[src/design/cdt_pkg.sv]
package cdt_pkg;

    // ------------------------------------------------------------
    // clocking
    // ------------------------------------------------------------
    localparam int CLK_HZ = 100_000_000; // system clock rate
    localparam int OSC_HZ = 32_768;      // timekeeping oscillator rate
    localparam int ACC_W = 27;           // accumulator width, holds CLK_HZ

    // ------------------------------------------------------------
    // register map
    // ------------------------------------------------------------
    localparam logic [7:0] ADDR_CTRL = 8'h00;   // main_control
    localparam logic [7:0] ADDR_IEN = 8'h01;    // interrupt_enable
    localparam logic [7:0] ADDR_FLAG = 8'h02;   // interrupt_flags
    localparam logic [7:0] ADDR_CNT_LO = 8'h18; // count_low_byte
    localparam logic [7:0] ADDR_CNT_HI = 8'h19; // count_high_byte

    // ------------------------------------------------------------
    // field positions and reset values
    // ------------------------------------------------------------
    localparam int BIT_RUN = 1;     // timer_run_enable in main_control
    localparam int BIT_RELOAD = 2;  // auto_reload_enable in main_control
    localparam int BIT_SEL_LO = 5;  // source_sel_lo in main_control
    localparam int BIT_SEL_HI = 6;  // source_sel_hi in main_control
    localparam int BIT_TIE = 1;     // timer_irq_enable in interrupt_enable
    localparam int BIT_TF = 1;      // timer_expired_flag in interrupt_flags
    localparam logic [7:0] CTRL_RESET = 8'h99;  // main_control after reset
    localparam logic [7:0] CTRL_PLAIN = 8'h99;  // bits stored but unused here
    localparam logic [7:0] IEN_MASK = 8'h1F;    // implemented enable bits
    localparam logic [7:0] IEN_RESET = 8'h00;   // all enables off
    localparam logic [7:0] RD_ZERO = 8'h00;     // unmapped / empty read

    // ------------------------------------------------------------
    // source clock selection
    // ------------------------------------------------------------
    localparam logic [1:0] SEL_32HZ = 2'h0;
    localparam logic [1:0] SEL_8HZ = 2'h1;
    localparam logic [1:0] SEL_1HZ = 2'h2;
    localparam logic [1:0] SEL_0P5HZ = 2'h3;
    localparam int PRE_W = 16;                        // prescaler width
    localparam logic [15:0] MASK_32HZ = 16'h03FF;     // 1024 oscillator ticks
    localparam logic [15:0] MASK_8HZ = 16'h0FFF;      // 4096 oscillator ticks
    localparam logic [15:0] MASK_1HZ = 16'h7FFF;      // 32768 oscillator ticks
    localparam logic [15:0] MASK_0P5HZ = 16'hFFFF;    // 65536 oscillator ticks

    // ------------------------------------------------------------
    // counter
    // ------------------------------------------------------------
    localparam int CNT_W = 16;
    localparam logic [15:0] CNT_ZERO = 16'h0000;
    localparam logic [15:0] CNT_ONE = 16'h0001;

    // prescaler phase mask for a source selection
    function automatic logic [15:0] sel_mask(input logic [1:0] sel);
        logic [15:0] m;
        m = MASK_32HZ;
        unique case (sel)
            SEL_32HZ: m = MASK_32HZ;
            SEL_8HZ: m = MASK_8HZ;
            SEL_1HZ: m = MASK_1HZ;
            SEL_0P5HZ: m = MASK_0P5HZ;
        endcase
        return m;
    endfunction

endpackage

[src/design/cdt_top.sv]
// Contract
// - timer counts only while run enable set
// - select bits pick 32, 8, 1, 0.5 Hz
// - 16-bit count from two bytes, decrements per tick
// - zero count stops; period ends at zero
// - enabled timer sets flag at each expiry
// - auto reload restarts period with programmed count
// - reload takes one extra tick: n+1
// - interrupt pin follows flag until cleared
// - select and reload writable only while stopped
// - count writable only with run, reload clear
// - irq enable clear means flag never set
// - reset: stopped, no reload, 32 Hz, no enables
module cdt_top #(
    parameter int CLK_HZ = cdt_pkg::CLK_HZ,
    parameter int OSC_HZ = cdt_pkg::OSC_HZ
) (
    input wire logic clk,
    input wire logic rst,
    input wire logic reg_wr,
    input wire logic reg_rd,
    input wire logic [7:0] reg_addr,
    input wire logic [7:0] reg_wdata,
    output logic [7:0] reg_rdata,
    output logic int_n_out,
    output logic int_n_oe
);

    // ------------------------------------------------------------
    // declarations
    // ------------------------------------------------------------
    logic run_ff;                          // timer_run_enable
    logic reload_ff;                       // auto_reload_enable
    logic [1:0] sel_ff;                    // {source_sel_hi, source_sel_lo}
    logic [7:0] plain_ff;                  // control bits owned elsewhere
    logic [7:0] ien_ff;                    // interrupt_enable contents
    logic tf_ff;                           // timer_expired_flag
    logic [cdt_pkg::CNT_W-1:0] n_ff;       // programmed count
    logic [cdt_pkg::CNT_W-1:0] cnt_ff;     // live count
    logic [7:0] rdata_ff;                  // read data holding register
    logic src_tick;                        // selected source enable
    logic wr_ctrl;                         // write to main_control
    logic wr_ien;                          // write to interrupt_enable
    logic wr_flag;                         // write to interrupt_flags
    logic cnt_open;                        // count bytes may be written
    logic wr_lo;                           // accepted low byte write
    logic wr_hi;                           // accepted high byte write
    logic expire;                          // countdown reaches zero now
    logic reload_now;                      // reload tick consumed now
    logic tf_set;                          // flag set event
    logic tf_clr;                          // flag clear by software
    logic [7:0] ctrl_rd;                   // main_control read view
    logic [7:0] nxt_rdata;                 // next read data

    // address match, shared by every decode below
    function automatic logic hit(input logic [7:0] a, input logic [7:0] t);
        return a == t;
    endfunction

    // ------------------------------------------------------------
    // source clock
    // ------------------------------------------------------------
    cdt_src_tick #(
        .CLK_HZ(CLK_HZ),
        .OSC_HZ(OSC_HZ)
    ) u_src (
        .clk(clk),
        .rst(rst),
        .sel(sel_ff),
        .src_tick(src_tick)
    );

    // ------------------------------------------------------------
    // register decode
    // ------------------------------------------------------------
    assign wr_ctrl = reg_wr && hit(reg_addr, cdt_pkg::ADDR_CTRL);
    assign wr_ien = reg_wr && hit(reg_addr, cdt_pkg::ADDR_IEN);
    assign wr_flag = reg_wr && hit(reg_addr, cdt_pkg::ADDR_FLAG);
    assign cnt_open = !run_ff && !reload_ff;
    assign wr_lo = reg_wr && hit(reg_addr, cdt_pkg::ADDR_CNT_LO) && cnt_open;
    assign wr_hi = reg_wr && hit(reg_addr, cdt_pkg::ADDR_CNT_HI) && cnt_open;

    // control register: run and plain bits are always writable, reload and select lock
    always_ff @(posedge clk or posedge rst) begin
        if (rst) begin
            run_ff <= cdt_pkg::CTRL_RESET[cdt_pkg::BIT_RUN];
            reload_ff <= cdt_pkg::CTRL_RESET[cdt_pkg::BIT_RELOAD];
            sel_ff <= cdt_pkg::SEL_32HZ;
            plain_ff <= cdt_pkg::CTRL_RESET & cdt_pkg::CTRL_PLAIN;
        end else if (wr_ctrl) begin
            run_ff <= reg_wdata[cdt_pkg::BIT_RUN];
            plain_ff <= reg_wdata & cdt_pkg::CTRL_PLAIN;
            // a running timer ignores rate and reload changes
            if (!run_ff) begin
                reload_ff <= reg_wdata[cdt_pkg::BIT_RELOAD];
                sel_ff <= {reg_wdata[cdt_pkg::BIT_SEL_HI], reg_wdata[cdt_pkg::BIT_SEL_LO]};
            end
        end
    end

    // interrupt enables, unimplemented bits dropped
    always_ff @(posedge clk or posedge rst) begin
        if (rst) begin
            ien_ff <= cdt_pkg::IEN_RESET;
        end else if (wr_ien) begin
            ien_ff <= reg_wdata & cdt_pkg::IEN_MASK;
        end
    end

    // ------------------------------------------------------------
    // countdown
    // ------------------------------------------------------------
    assign expire = run_ff && src_tick && (cnt_ff == cdt_pkg::CNT_ONE);
    // reload only from an expired count; a zero program stays stopped
    assign reload_now = run_ff && src_tick && (cnt_ff == cdt_pkg::CNT_ZERO)
        && reload_ff && (n_ff != cdt_pkg::CNT_ZERO);

    // programmed value, loaded byte by byte while stopped with reload clear
    always_ff @(posedge clk or posedge rst) begin
        if (rst) begin
            n_ff <= cdt_pkg::CNT_ZERO;
        end else if (wr_lo) begin
            n_ff[7:0] <= reg_wdata;
        end else if (wr_hi) begin
            n_ff[15:8] <= reg_wdata;
        end
    end

    // live counter; a byte write also arms it with the new value
    always_ff @(posedge clk or posedge rst) begin
        if (rst) begin
            cnt_ff <= cdt_pkg::CNT_ZERO;
        end else if (wr_lo) begin
            cnt_ff <= {n_ff[15:8], reg_wdata};
        end else if (wr_hi) begin
            cnt_ff <= {reg_wdata, n_ff[7:0]};
        end else if (reload_now) begin
            cnt_ff <= n_ff;
        end else if (run_ff && src_tick && (cnt_ff != cdt_pkg::CNT_ZERO)) begin
            cnt_ff <= cnt_ff - cdt_pkg::CNT_ONE;
        end
    end

    // ------------------------------------------------------------
    // flag and interrupt pin
    // ------------------------------------------------------------
    assign tf_set = expire && ien_ff[cdt_pkg::BIT_TIE];
    assign tf_clr = wr_flag && !reg_wdata[cdt_pkg::BIT_TF];

    // an expiry in the clearing cycle wins, so no event is lost
    always_ff @(posedge clk or posedge rst) begin
        if (rst) begin
            tf_ff <= 1'b0;
        end else if (tf_set) begin
            tf_ff <= 1'b1;
        end else if (tf_clr) begin
            tf_ff <= 1'b0;
        end
    end

    // open drain: pull low while the flag stands
    assign int_n_out = 1'b0;
    assign int_n_oe = tf_ff;

    // ------------------------------------------------------------
    // read path
    // ------------------------------------------------------------
    // count bytes read back the live counter, not the program
    always_comb begin
        ctrl_rd = plain_ff;
        ctrl_rd[cdt_pkg::BIT_RUN] = run_ff;
        ctrl_rd[cdt_pkg::BIT_RELOAD] = reload_ff;
        ctrl_rd[cdt_pkg::BIT_SEL_LO] = sel_ff[0];
        ctrl_rd[cdt_pkg::BIT_SEL_HI] = sel_ff[1];
        nxt_rdata = cdt_pkg::RD_ZERO;
        if (hit(reg_addr, cdt_pkg::ADDR_CTRL)) begin
            nxt_rdata = ctrl_rd;
        end else if (hit(reg_addr, cdt_pkg::ADDR_IEN)) begin
            nxt_rdata = ien_ff;
        end else if (hit(reg_addr, cdt_pkg::ADDR_FLAG)) begin
            nxt_rdata[cdt_pkg::BIT_TF] = tf_ff;
        end else if (hit(reg_addr, cdt_pkg::ADDR_CNT_LO)) begin
            nxt_rdata = cnt_ff[7:0];
        end else if (hit(reg_addr, cdt_pkg::ADDR_CNT_HI)) begin
            nxt_rdata = cnt_ff[15:8];
        end
    end

    // data held until the next read
    always_ff @(posedge clk or posedge rst) begin
        if (rst) begin
            rdata_ff <= cdt_pkg::RD_ZERO;
        end else if (reg_rd) begin
            rdata_ff <= nxt_rdata;
        end
    end

    assign reg_rdata = rdata_ff;
endmodule

[src/design/cdt_src_tick.sv]
module cdt_src_tick #(
    parameter int CLK_HZ = cdt_pkg::CLK_HZ,
    parameter int OSC_HZ = cdt_pkg::OSC_HZ
) (
    input wire logic clk,
    input wire logic rst,
    input wire logic [1:0] sel,
    output logic src_tick
);

    localparam int ACC_W1 = cdt_pkg::ACC_W + 1;

    // ------------------------------------------------------------
    // oscillator enable
    // ------------------------------------------------------------
    logic [cdt_pkg::ACC_W-1:0] acc_ff;             // fractional phase
    logic [ACC_W1-1:0] acc_sum;                    // phase plus step
    logic osc_hit;                                 // phase wrapped
    logic osc_tick_ff;                             // 32.768 kHz enable pulse
    logic [cdt_pkg::PRE_W-1:0] pre_ff;             // oscillator tick prescaler
    logic [cdt_pkg::PRE_W-1:0] mask;               // phase of the chosen rate
    logic src_tick_ff;                             // selected source enable

    assign acc_sum = {1'b0, acc_ff} + ACC_W1'(OSC_HZ);
    assign osc_hit = acc_sum >= ACC_W1'(CLK_HZ);
    assign mask = cdt_pkg::sel_mask(sel);
    assign src_tick = src_tick_ff;

    // rate ratio is not whole, so an accumulator keeps the average exact
    always_ff @(posedge clk or posedge rst) begin
        if (rst) begin
            acc_ff <= '0;
            osc_tick_ff <= 1'b0;
        end else begin
            osc_tick_ff <= osc_hit;
            if (osc_hit) begin
                acc_ff <= cdt_pkg::ACC_W'(acc_sum - ACC_W1'(CLK_HZ));
            end else begin
                acc_ff <= acc_sum[cdt_pkg::ACC_W-1:0];
            end
        end
    end

    // ------------------------------------------------------------
    // prescaler and rate select
    // ------------------------------------------------------------
    // free running, so the first period may start mid-phase
    always_ff @(posedge clk or posedge rst) begin
        if (rst) begin
            pre_ff <= '0;
            src_tick_ff <= 1'b0;
        end else begin
            src_tick_ff <= osc_tick_ff && ((pre_ff & mask) == mask);
            if (osc_tick_ff) begin
                pre_ff <= pre_ff + 16'h0001;
            end
        end
    end
endmodule

[config.mk]
export PLATFORM = sky130hd
export DESIGN_NAME = cdt_top
export DESIGN_NICKNAME = d
export VERILOG_FILES = /design/src/design/cdt_pkg.sv /design/src/design/cdt_top.sv /design/src/design/cdt_src_tick.sv
export SDC_FILE = /design/constraint.sdc
export NUM_CORES = 1
export LEC_CHECK = 0
export ABC_AREA = 1
export BUFFER_PORTS_ARGS = -buffer_cell sky130_fd_sc_hd__buf_2
export CAP_MARGIN = 20
export CORE_ASPECT_RATIO = 0.6
export CORE_MARGIN = 5
export CORE_UTILIZATION = 50
export CTS_CLUSTER_DIAMETER = 50
export DETAILED_ROUTE_END_ITERATION = 16
export GPL_ROUTABILITY_DRIVEN = 0
export PLACE_DENSITY = 0.77
export SETUP_SLACK_MARGIN = 0.02
export SYNTH_ARGS = -nofsm -noshare
export SYNTH_HDL_FRONTEND = slang
export SYNTH_SLANG_ARGS = --single-unit
[constraint.sdc]
create_clock -name clk -period 9.2 [get_ports clk]
set_input_delay 1.84 -clock clk [delete_from_list [all_inputs] [get_ports clk]]
set_output_delay 1.84 -clock clk [all_outputs]
set_load 0.01 [all_outputs]
* Word-level counts from Yosys, hierarchy flattened
Cells that the tools add are included.
** Operators by class
- Add/sub/neg operators :: 4
- Order comparisons :: 1
- Equality and inequality tests :: 9
- Mux-type cells :: 15
- Bitwise logic cells :: 3
- Reduce and logical (&&, ||, !) cells :: 29
** Operator list (number)
- $mux W16 :: 4
- $pmux W16 S4 :: 1
- $mux W8 :: 4
- $reduce_bool A16 Y1 :: 2
- $add A27 B16 Y28 const B :: 1
- $ge A28 B27 Y1 const B :: 1
- $mux W27 :: 1
- $sub A27 B27 Y27 const B :: 1
- $logic_and A1 B1 Y1 :: 17
- $add A16 B1 Y16 const B :: 1
- $and A16 B16 Y16 :: 1
- $eq A16 B1 Y1 const B :: 1
- $eq A16 B16 Y1 :: 1
- $eq A8 B5 Y1 const B :: 2
- $logic_not A16 Y1 :: 1
- $sub A16 B1 Y16 const B :: 1
- $eq A8 B1 Y1 const B :: 1
- $eq A8 B2 Y1 const B :: 1
- $logic_not A8 Y1 :: 1
- $mux W6 :: 1
- $eq A2 B2 Y1 const B :: 2
- $mux W1 :: 4
- $reduce_and A2 Y1 :: 2
- $reduce_bool A4 Y1 :: 1
- other kinds (5) :: 8
** Storage, ports and cells
- Flip-flop bits (word level) :: 99
- Input port bits :: 20
- Output and inout port bits :: 10
- Logic and storage cells :: 75

* Logic depth before layout (Yosys ltp)
Gate-level depths: netlist of the first run.
- Depth in word-level cells :: 7
- Mapped depth :: 15
- Gate-level depth less buffers :: 15

* Modules after synthesis
A second synthesis of the first run with hierarchy kept.
** Unflattened totals
- Cells, all modules :: 790
- Area total of the unflattened synthesis :: 5824.3 um2
** By module, submodules not included
- cdt_top :: instances 1, cells each 483, area an instance 3395.8 um2, seq. area each 1356.3 um2
- cdt_src_tick :: instances 1, cells each 307, area an instance 2428.6 um2, seq. area each 925.9 um2

* Worst setup path after synthesis of the first run
Ideal clock, no wire load.
- Path type :: input to register
- From :: in reg_addr[7]
- To :: reg cnt_ff[10] in the netlist's numbering
- Setup time :: 0.127 ns
- Arrival time :: 3.043 ns
- Setup slack :: 6.030 ns
- Cell stages on the path :: 11
- Cell sequence :: nor2_1 > nand2_1 > nor2_1 > nand2_1 > nor2_4 > nor2_2 > nand3_2 > buf_2 > nand3_1 > inv_1 > a21oi_1
** Between the ends
- Cells in the longest elaborated chain, start to end :: 5
- Elaborated cells on any way between the ends :: 9
** RTL lines
- start, declared :: RTL line cdt_top.sv:22 : input wire logic [7:0] reg_addr,
- $eq A8 B5 Y1 :: RTL line cdt_top.sv:57 : return a == t;
- $logic_and A1 B1 Y1 (2 in series) :: RTL line cdt_top.sv:81 : assign wr_hi = reg_wr && hit(reg_addr, cdt_pkg::ADDR_CNT_HI) && cnt_open;
- $mux W16 :: RTL line cdt_top.sv:135 : end else if (wr_hi) begin
- $mux W16 :: RTL line cdt_top.sv:133 : end else if (wr_lo) begin
- end signal, assigned :: RTL line cdt_top.sv:132 : cnt_ff <= cdt_pkg::CNT_ZERO;
- end signal, assigned :: RTL line cdt_top.sv:134 : cnt_ff <= {n_ff[15:8], reg_wdata};
- end signal, assigned :: RTL line cdt_top.sv:136 : cnt_ff <= {reg_wdata, n_ff[7:0]};
- end, declared :: RTL line cdt_top.sv:39 : logic [cdt_pkg::CNT_W-1:0] cnt_ff;
Several ways; a longest one is shown, not always the timed one.
A chain may end at the register's enable or synchronous reset.

* Worst setup path in the final report of the first run
- From :: in reg_addr[1]
- To :: reg cnt_ff[15] in the netlist's numbering
Same word-level chain as after synthesis.

==> impl_metrics.env, run 1 <==
export IMPL_status="finished, final reports clean"
export IMPL_numCtsBuffers=9
export IMPL_synth_edf_count=0
export IMPL_synthFlopType="dfrtp_1"
export IMPL_wl_mm=14.1
export IMPL_placed_area_um2=5710
export IMPL_synth_cells=763
export IMPL_synth_avg_cell_area_um2=7.18
export IMPL_r2r_slack_ns=6.11
export IMPL_syn_to_final_growth_pct=9.80
export IMPL_rows=29
export IMPL_grt_pass1_vias=4516
export IMPL_drive_gt1_share_pct=8.69
export IMPL_leakagePower_nw=3.19
export IMPL_arrival_ns=3.94
export IMPL_cts_tree="yes"
export IMPL_finalHoldViolCount=0
export IMPL_wl_met3_mm=1.61
export IMPL_clk_path_buf_depth=2
export IMPL_top_layer_used="met4"
export IMPL_ctsRootBufferMaster="clkbuf_16"
export IMPL_io_buffer_count=28
export IMPL_worst_slew_pin_slew_ns=0.896
export IMPL_seq_area_um2=2280
export IMPL_multiInputGateArea_um2=2680
export IMPL_wl_met2_mm=5.15
export IMPL_synth_cell_types=39
export IMPL_drtAntennaViolNets=0
export IMPL_finalSetupTns_ns=0
export IMPL_synthesis_area_um2=5480
export IMPL_end_kind="register"
export IMPL_grt_max_degree=70
export IMPL_cts_setup_buffers=0
export IMPL_yosysSeqAreaShare_pct=41.7
export IMPL_finalSetupViolCount=0
export IMPL_antenna_found_initial=0
export IMPL_crit_path_max_fanout=32
export IMPL_ys_top_cells_by_count="235 x nand2_1, 107 x inv_1, 87 x dfrtp_1, 82 x nor2_1, 70 x nand3_1"
export IMPL_max_freq_mhz=272
export IMPL_htreeDepth=3
export IMPL_dr_pass1_iters=6
export IMPL_groute_usage_overall_pct=21.7
export IMPL_synth_top_area_share_pct=39.8
export IMPL_wl_per_cell_um=15.1
export IMPL_viasPerCell=5.36
export IMPL_cts_sinks=91
export IMPL_post_route_period_util_pct=39.9
export IMPL_finalInstanceArea_um2=6010
export IMPL_slew_limit_headroom_pct=40.3
export IMPL_ir_drop_mv=0.103
export IMPL_start_kind="primary input"
export IMPL_initial_core_util_pct=51.5
export IMPL_grt_ovfl_total=0
export IMPL_synthArstFlopShare_pct=100
export IMPL_clk_latency_ns=0.34
export IMPL_drv_cap=0
export IMPL_fin_crit_ns=3.67
export IMPL_min_path_type="register to register"
export IMPL_finClkSkew_ns=0.00789
export IMPL_die_h_um=91.1
export IMPL_holdBufCountCts=0
export IMPL_drt_iter0_markers=541
export IMPL_pin_count=30
export IMPL_power_density_nw_per_um2=153
export IMPL_n_antenna_cell=0
export IMPL_cts_clk_slew_worst_paths_ns=0.06
export IMPL_synth_seq_cells=91
export IMPL_grt_pass1_wl_mm=23.3
export IMPL_dp_hpwl_mm=10.3
export IMPL_drv_slew=0
export IMPL_chipWidth_um=145
export IMPL_synth_warnings=0
export IMPL_yosys_cell_count_top_type="nand2_1"
export IMPL_cts_resized=0
export IMPL_die_area_um2=13200
export IMPL_drc_errors=0
export IMPL_syn_nets=792
export IMPL_nFillCells=1015
export IMPL_synthTopCellsByArea="dfrtp_1 40%, nand2_1 16%, inv_1 7.3%"
export IMPL_core_um2=10600
export IMPL_synth_area_leader_cell="dfrtp_1"
export IMPL_criticalPathCategory="primary input to register"
export IMPL_worstPathRequired_ns=9.46
export IMPL_layout_nets=818
export IMPL_drt_met1_wl_mm=7.04
export IMPL_rsz0062_at_grt="no"
export IMPL_num_vias=5002
-- stage by stage --
stage | power [mW] | instances | worst slack, ns | utilization (%) | hold slack, ns
after floorplan | 0.507 | 763 | 5.00 | - | 0.444
after global placement | 0.540 | 917 | 5.35 | 53.7 | 0.457
after detailed placement | 0.542 | 917 | 5.24 | 53.7 | 0.462
after CTS | 0.925 | 933 | 5.58 | 56.6 | 0.468
after global routing | 0.961 | 933 | 5.28 | 56.6 | 0.487
final | 0.922 | 933 | 5.53 | 56.6 | 0.468
-- cell usage in the layout (no fill, tap or decap), types with 2 or more instances in the layout --
cell        instances
buf_2              28
o21ai_1             2
a21oi_1            23
xnor2_1            11
o2111ai_1           2
nand3_2             4
o211ai_1            2
o22ai_1             4
nand2_1           235
dfrtp_1            87
buf_4               2
nand4_1            14
inv_1             106
a31oi_1             2
o21ai_0            33
nor2_4              4
clkbuf_8            2
nand3b_1            2
inv_2               3
nand3_1            70
nor4_1              2
nor3_1              3
clkinv_2            2
nor2_2              5
nor2_1             82
dfstp_2             4
xor2_1             28
ha_1                9
clkbuf_16           9
clkinvlp_4          2
-- path summary, 6_finish.rpt --
kind                             startpoint               end  cells after the start
setup / recovery                reg_addr[1]        cnt_ff[15]                     12
setup reg to reg           u_src.acc_ff[15]  u_src.acc_ff[21]                     10
min in group asynchronous               rst      reg_rdata[3]                      2
hold / removal                  plain_ff[7]       plain_ff[7]                      2
hold reg to reg                 plain_ff[7]       plain_ff[7]                      2
max in group asynchronous               rst          n_ff[12]                      3
-- per-layer routing --
| metal | GRT usage [%] | vias up |
|---|---|---|
| met4 | 5.82 | 0 |
| met2 | 27.6 | 259 |
| met1 | 33.9 | 2253 |
| met5 | 0 | - |
| met3 | 7.96 | 35 |
| li1 | - | 2455 |
-- flip-flops by register name (all words and copies together) (netlist names), 2 cells and up --
name / cells
plain_ff: 4
ien_ff: 5
reg_rdata: 8
u_src.acc_ff: 19
n_ff: 16
sel_ff: 2
cnt_ff: 16
u_src.pre_ff: 16
-- cell families after synthesis --
kind of cell               count (synthesis)  synth area share (%)
AOI/OAI and AO/OA                         74                  7.47
xor gates and xnor gates                  39                  6.24
adders and majority gates                  9                  2.06
buffers and inverters                    125                  9.37
DFF                                       91                  41.7
muxes                                      1                 0.206
other                                      1                0.0685
and+or+nand+nor                          423                  32.9
-- where the power goes --
part	switching (mW)	internal [mW]	leakage, nW
registers	0.0229	0.419	1.16
clock network	0.156	0.225	0.145
logic	0.0668	0.0318	1.88
-- critical path, cell delays in order --
cell and delay, ns:
buf_2 0.09, inv_1 0.06, nand2_1 0.08, inv_1 0.05, nand3b_1 0.18, nor2_1 0.07, buf_4 0.21, nor2_2 0.32
nand3_2 0.60, nand3_1 0.23, inv_1 0.06, a21oi_1 0.14
-- area by class of cell --
type                    count  share of cell area, %
multi-input cells         547                   44.6
flip-flops and latches     91                   38.0
inverters                 110                   6.89
clock buffers              12                   4.27
well taps                 139                   2.89
repair buffers             30                   2.58
clock inverters             4                  0.832
Note: power is estimated with default switching activity, not from simulation.
==> run 2, diff against run 1 <==
PLACE_DENSITY = 0.8   (was 0.77)
clock period = 2.95 ns   (was 9.2 ns; I/O delays follow)
==> run 2 against run 1 <==
Against the previous run: sequential share of layout area shrank 0.30 points; die area did not move; sequential cell count unchanged; highest routed layer unchanged.
==> impl_metrics.env, run 2 (synthesized netlist as in run 1, its figures left out) <==
export IMPL_layout_nets=823
export IMPL_grt_pass1_wl_mm=23.0
export IMPL_grt_max_degree=63
export IMPL_pin_count=30
export IMPL_drv_cap=0
export IMPL_finalInstanceArea_um2=6060
export IMPL_worstPathRequired_ns=3.23
export IMPL_grt_ovfl_total=0
export IMPL_top_register="u_src.acc_ff"
export IMPL_r2r_start="u_src.acc_ff[15]"
export IMPL_post_route_period_util_pct=88.0
export IMPL_status="finished, final reports clean"
export IMPL_cts_sinks=91
export IMPL_crit_path_max_fanout=20
export IMPL_end_kind="register"
export IMPL_power_density_nw_per_um2=470
export IMPL_drt_iter0_markers=597
export IMPL_drc_errors=0
export IMPL_wl_met2_mm=4.90
export IMPL_antenna_found_initial=0
export IMPL_rows=29
export IMPL_worst_slew_pin_slew_ns=0.675
export IMPL_finClkSkew_ns=0.00769
export IMPL_drive_gt1_share_pct=9.39
export IMPL_slew_limit_headroom_pct=54.9
export IMPL_drtAntennaViolNets=0
export IMPL_die_area_um2=13200
export IMPL_placed_area_um2=5760
export IMPL_viasPerCell=5.36
export IMPL_criticalPathCategory="register to register"
export IMPL_combPwrFrac_pct=10.7
export IMPL_regToRegEndpoint="u_src.acc_ff[20]"
export IMPL_max_freq_mhz=385
export IMPL_top_layer_used="met4"
export IMPL_arrival_ns=2.88
export IMPL_crit_chain="ha_1 > xnor2_1 > inv_1 > nor2_1 > nand3_1 > o21ai_1 > nand3_2 > nand2_1 > nand2_1 > nand2_1"
export IMPL_design_power_total_mw=2.85
export IMPL_initial_core_util_pct=51.5
export IMPL_clk_path_buf_depth=2
export IMPL_most_common_layout_cells="235 x nand2_1, 106 x inv_1, 87 x dfrtp_1"
export IMPL_min_path_type="primary input to asynchronous set/reset pin"
export IMPL_slowest_delay_ns=0.51
export IMPL_drv_slew=0
export IMPL_fin_crit_ns=2.60
export IMPL_seq_power_share_pct=48.3
export IMPL_wl_met3_mm=1.50
export IMPL_rsz0062_at_grt="no"
export IMPL_numCtsBuffers=9
export IMPL_core_um2=10600
export IMPL_cp_slowest_cell="nand2_1"
export IMPL_cts_resized=0
export IMPL_crit_path_frequent_cell="nand2_1"
export IMPL_io_buffer_count=28
export IMPL_r2r_slack_ns=0.35
export IMPL_n_antenna_cell=0
export IMPL_htreeDepth=3
export IMPL_die_h_um=91.1
export IMPL_p_sw_uw=777
export IMPL_drt_met1_wl_mm=6.95
export IMPL_cts_clk_slew_worst_paths_ns=0.07
export IMPL_reg2reg_depth=10
export IMPL_leakagePower_nw=3.21
export IMPL_cts_tree="yes"
export IMPL_syn_to_final_growth_pct=10.7
export IMPL_clk_latency_ns=0.35
export IMPL_largest_register_ffs=19
export IMPL_final_common_cell="nand2_1"
export IMPL_wl_mm=13.5
export IMPL_chipWidth_um=145
export IMPL_dp_slack_ns=0.298
export IMPL_cts_setup_buffers=0
export IMPL_p_int_mw=2.07
export IMPL_num_vias=5028
export IMPL_clkPwrFrac_pct=41.0
export IMPL_finalSetupViolCount=0
export IMPL_groute_usage_overall_pct=21.3
export IMPL_holdBufCountCts=0
export IMPL_fin_util_pct=57.0
export IMPL_ctsRootBufferMaster="clkbuf_16"
export IMPL_cp_endpoint="u_src.acc_ff[20]"
export IMPL_grt_pass1_vias=4596
export IMPL_finalSetupTns_ns=0
export IMPL_dr_pass1_iters=5
export IMPL_dp_hpwl_mm=10.2
export IMPL_wl_per_cell_um=14.4
export IMPL_ir_drop_mv=0.330
export IMPL_startpoint="u_src.acc_ff[15]"
export IMPL_finalHoldViolCount=0
export IMPL_sw_frac_of_total_pct=27.3
export IMPL_setup_ws_ns=0.354
export IMPL_start_kind="register"
-- run 2: stage by stage --
step                      hold WS [ns]  cells
final                            0.177    938
after global routing             0.195    938
after CTS                        0.177    938
after detailed placement         0.461    922
after global placement           0.449    922
after floorplan                  0.444    763
-- run 2: worst max-delay path, delay by kind of cell (launching register included) --
| kind | cells | cell delay (ns) |
|---|---|---|
| adders and majority gates | 1 | 0.26 |
| DFF | 1 | 0.47 |
| AOI/OAI and AO/OA | 1 | 0.18 |
| buffers and inverters | 1 | 0.15 |
| xor gates and xnor gates | 1 | 0.41 |
| and+or+nand+nor | 6 | 1.07 |
-- run 2: how the worst min path moves through the flow --
stage                            to  slack (ns)  cells past startpoint        start
floorplan               plain_ff[7]        0.44                      2  plain_ff[7]
global placement        plain_ff[7]        0.45                      2  plain_ff[7]
detailed placement      plain_ff[7]        0.46                      2  plain_ff[7]
CTS                 u_src.pre_ff[9]        0.18                      2          rst
global route        u_src.pre_ff[9]        0.20                      2          rst
finish              u_src.pre_ff[9]        0.18                      2          rst
-- run 2: per-layer routing --
metal  up-vias  global-route usage, %
met1      2277                   34.7
li1       2472                      -
met2       263                   26.0
met4         0                   5.90
met3        16                   6.77
met5         -                      0
-- run 2: final cells by class --
class / instances / area (µm²)
Clock inverter: 7 / 76.3
Timing Repair Buffer: 35 / 205
Fill cell: 961 / 4570
Multi-Input combinational cell: 547 / 2680
Inverter: 110 / 417
Tap cell: 139 / 174
Sequential cell: 91 / 2280
Clock buffer: 9 / 225
-- run 2: power by group through the flow --
stage | sequential [mW] | clock [mW] | combinational [mW]
after global routing | 1.38 | 1.24 | 0.351
after floorplan | 1.37 | 0 | 0.207
after detailed placement | 1.39 | 0 | 0.292
final | 1.38 | 1.17 | 0.304
after CTS | 1.37 | 1.19 | 0.296
after global placement | 1.39 | 0 | 0.290
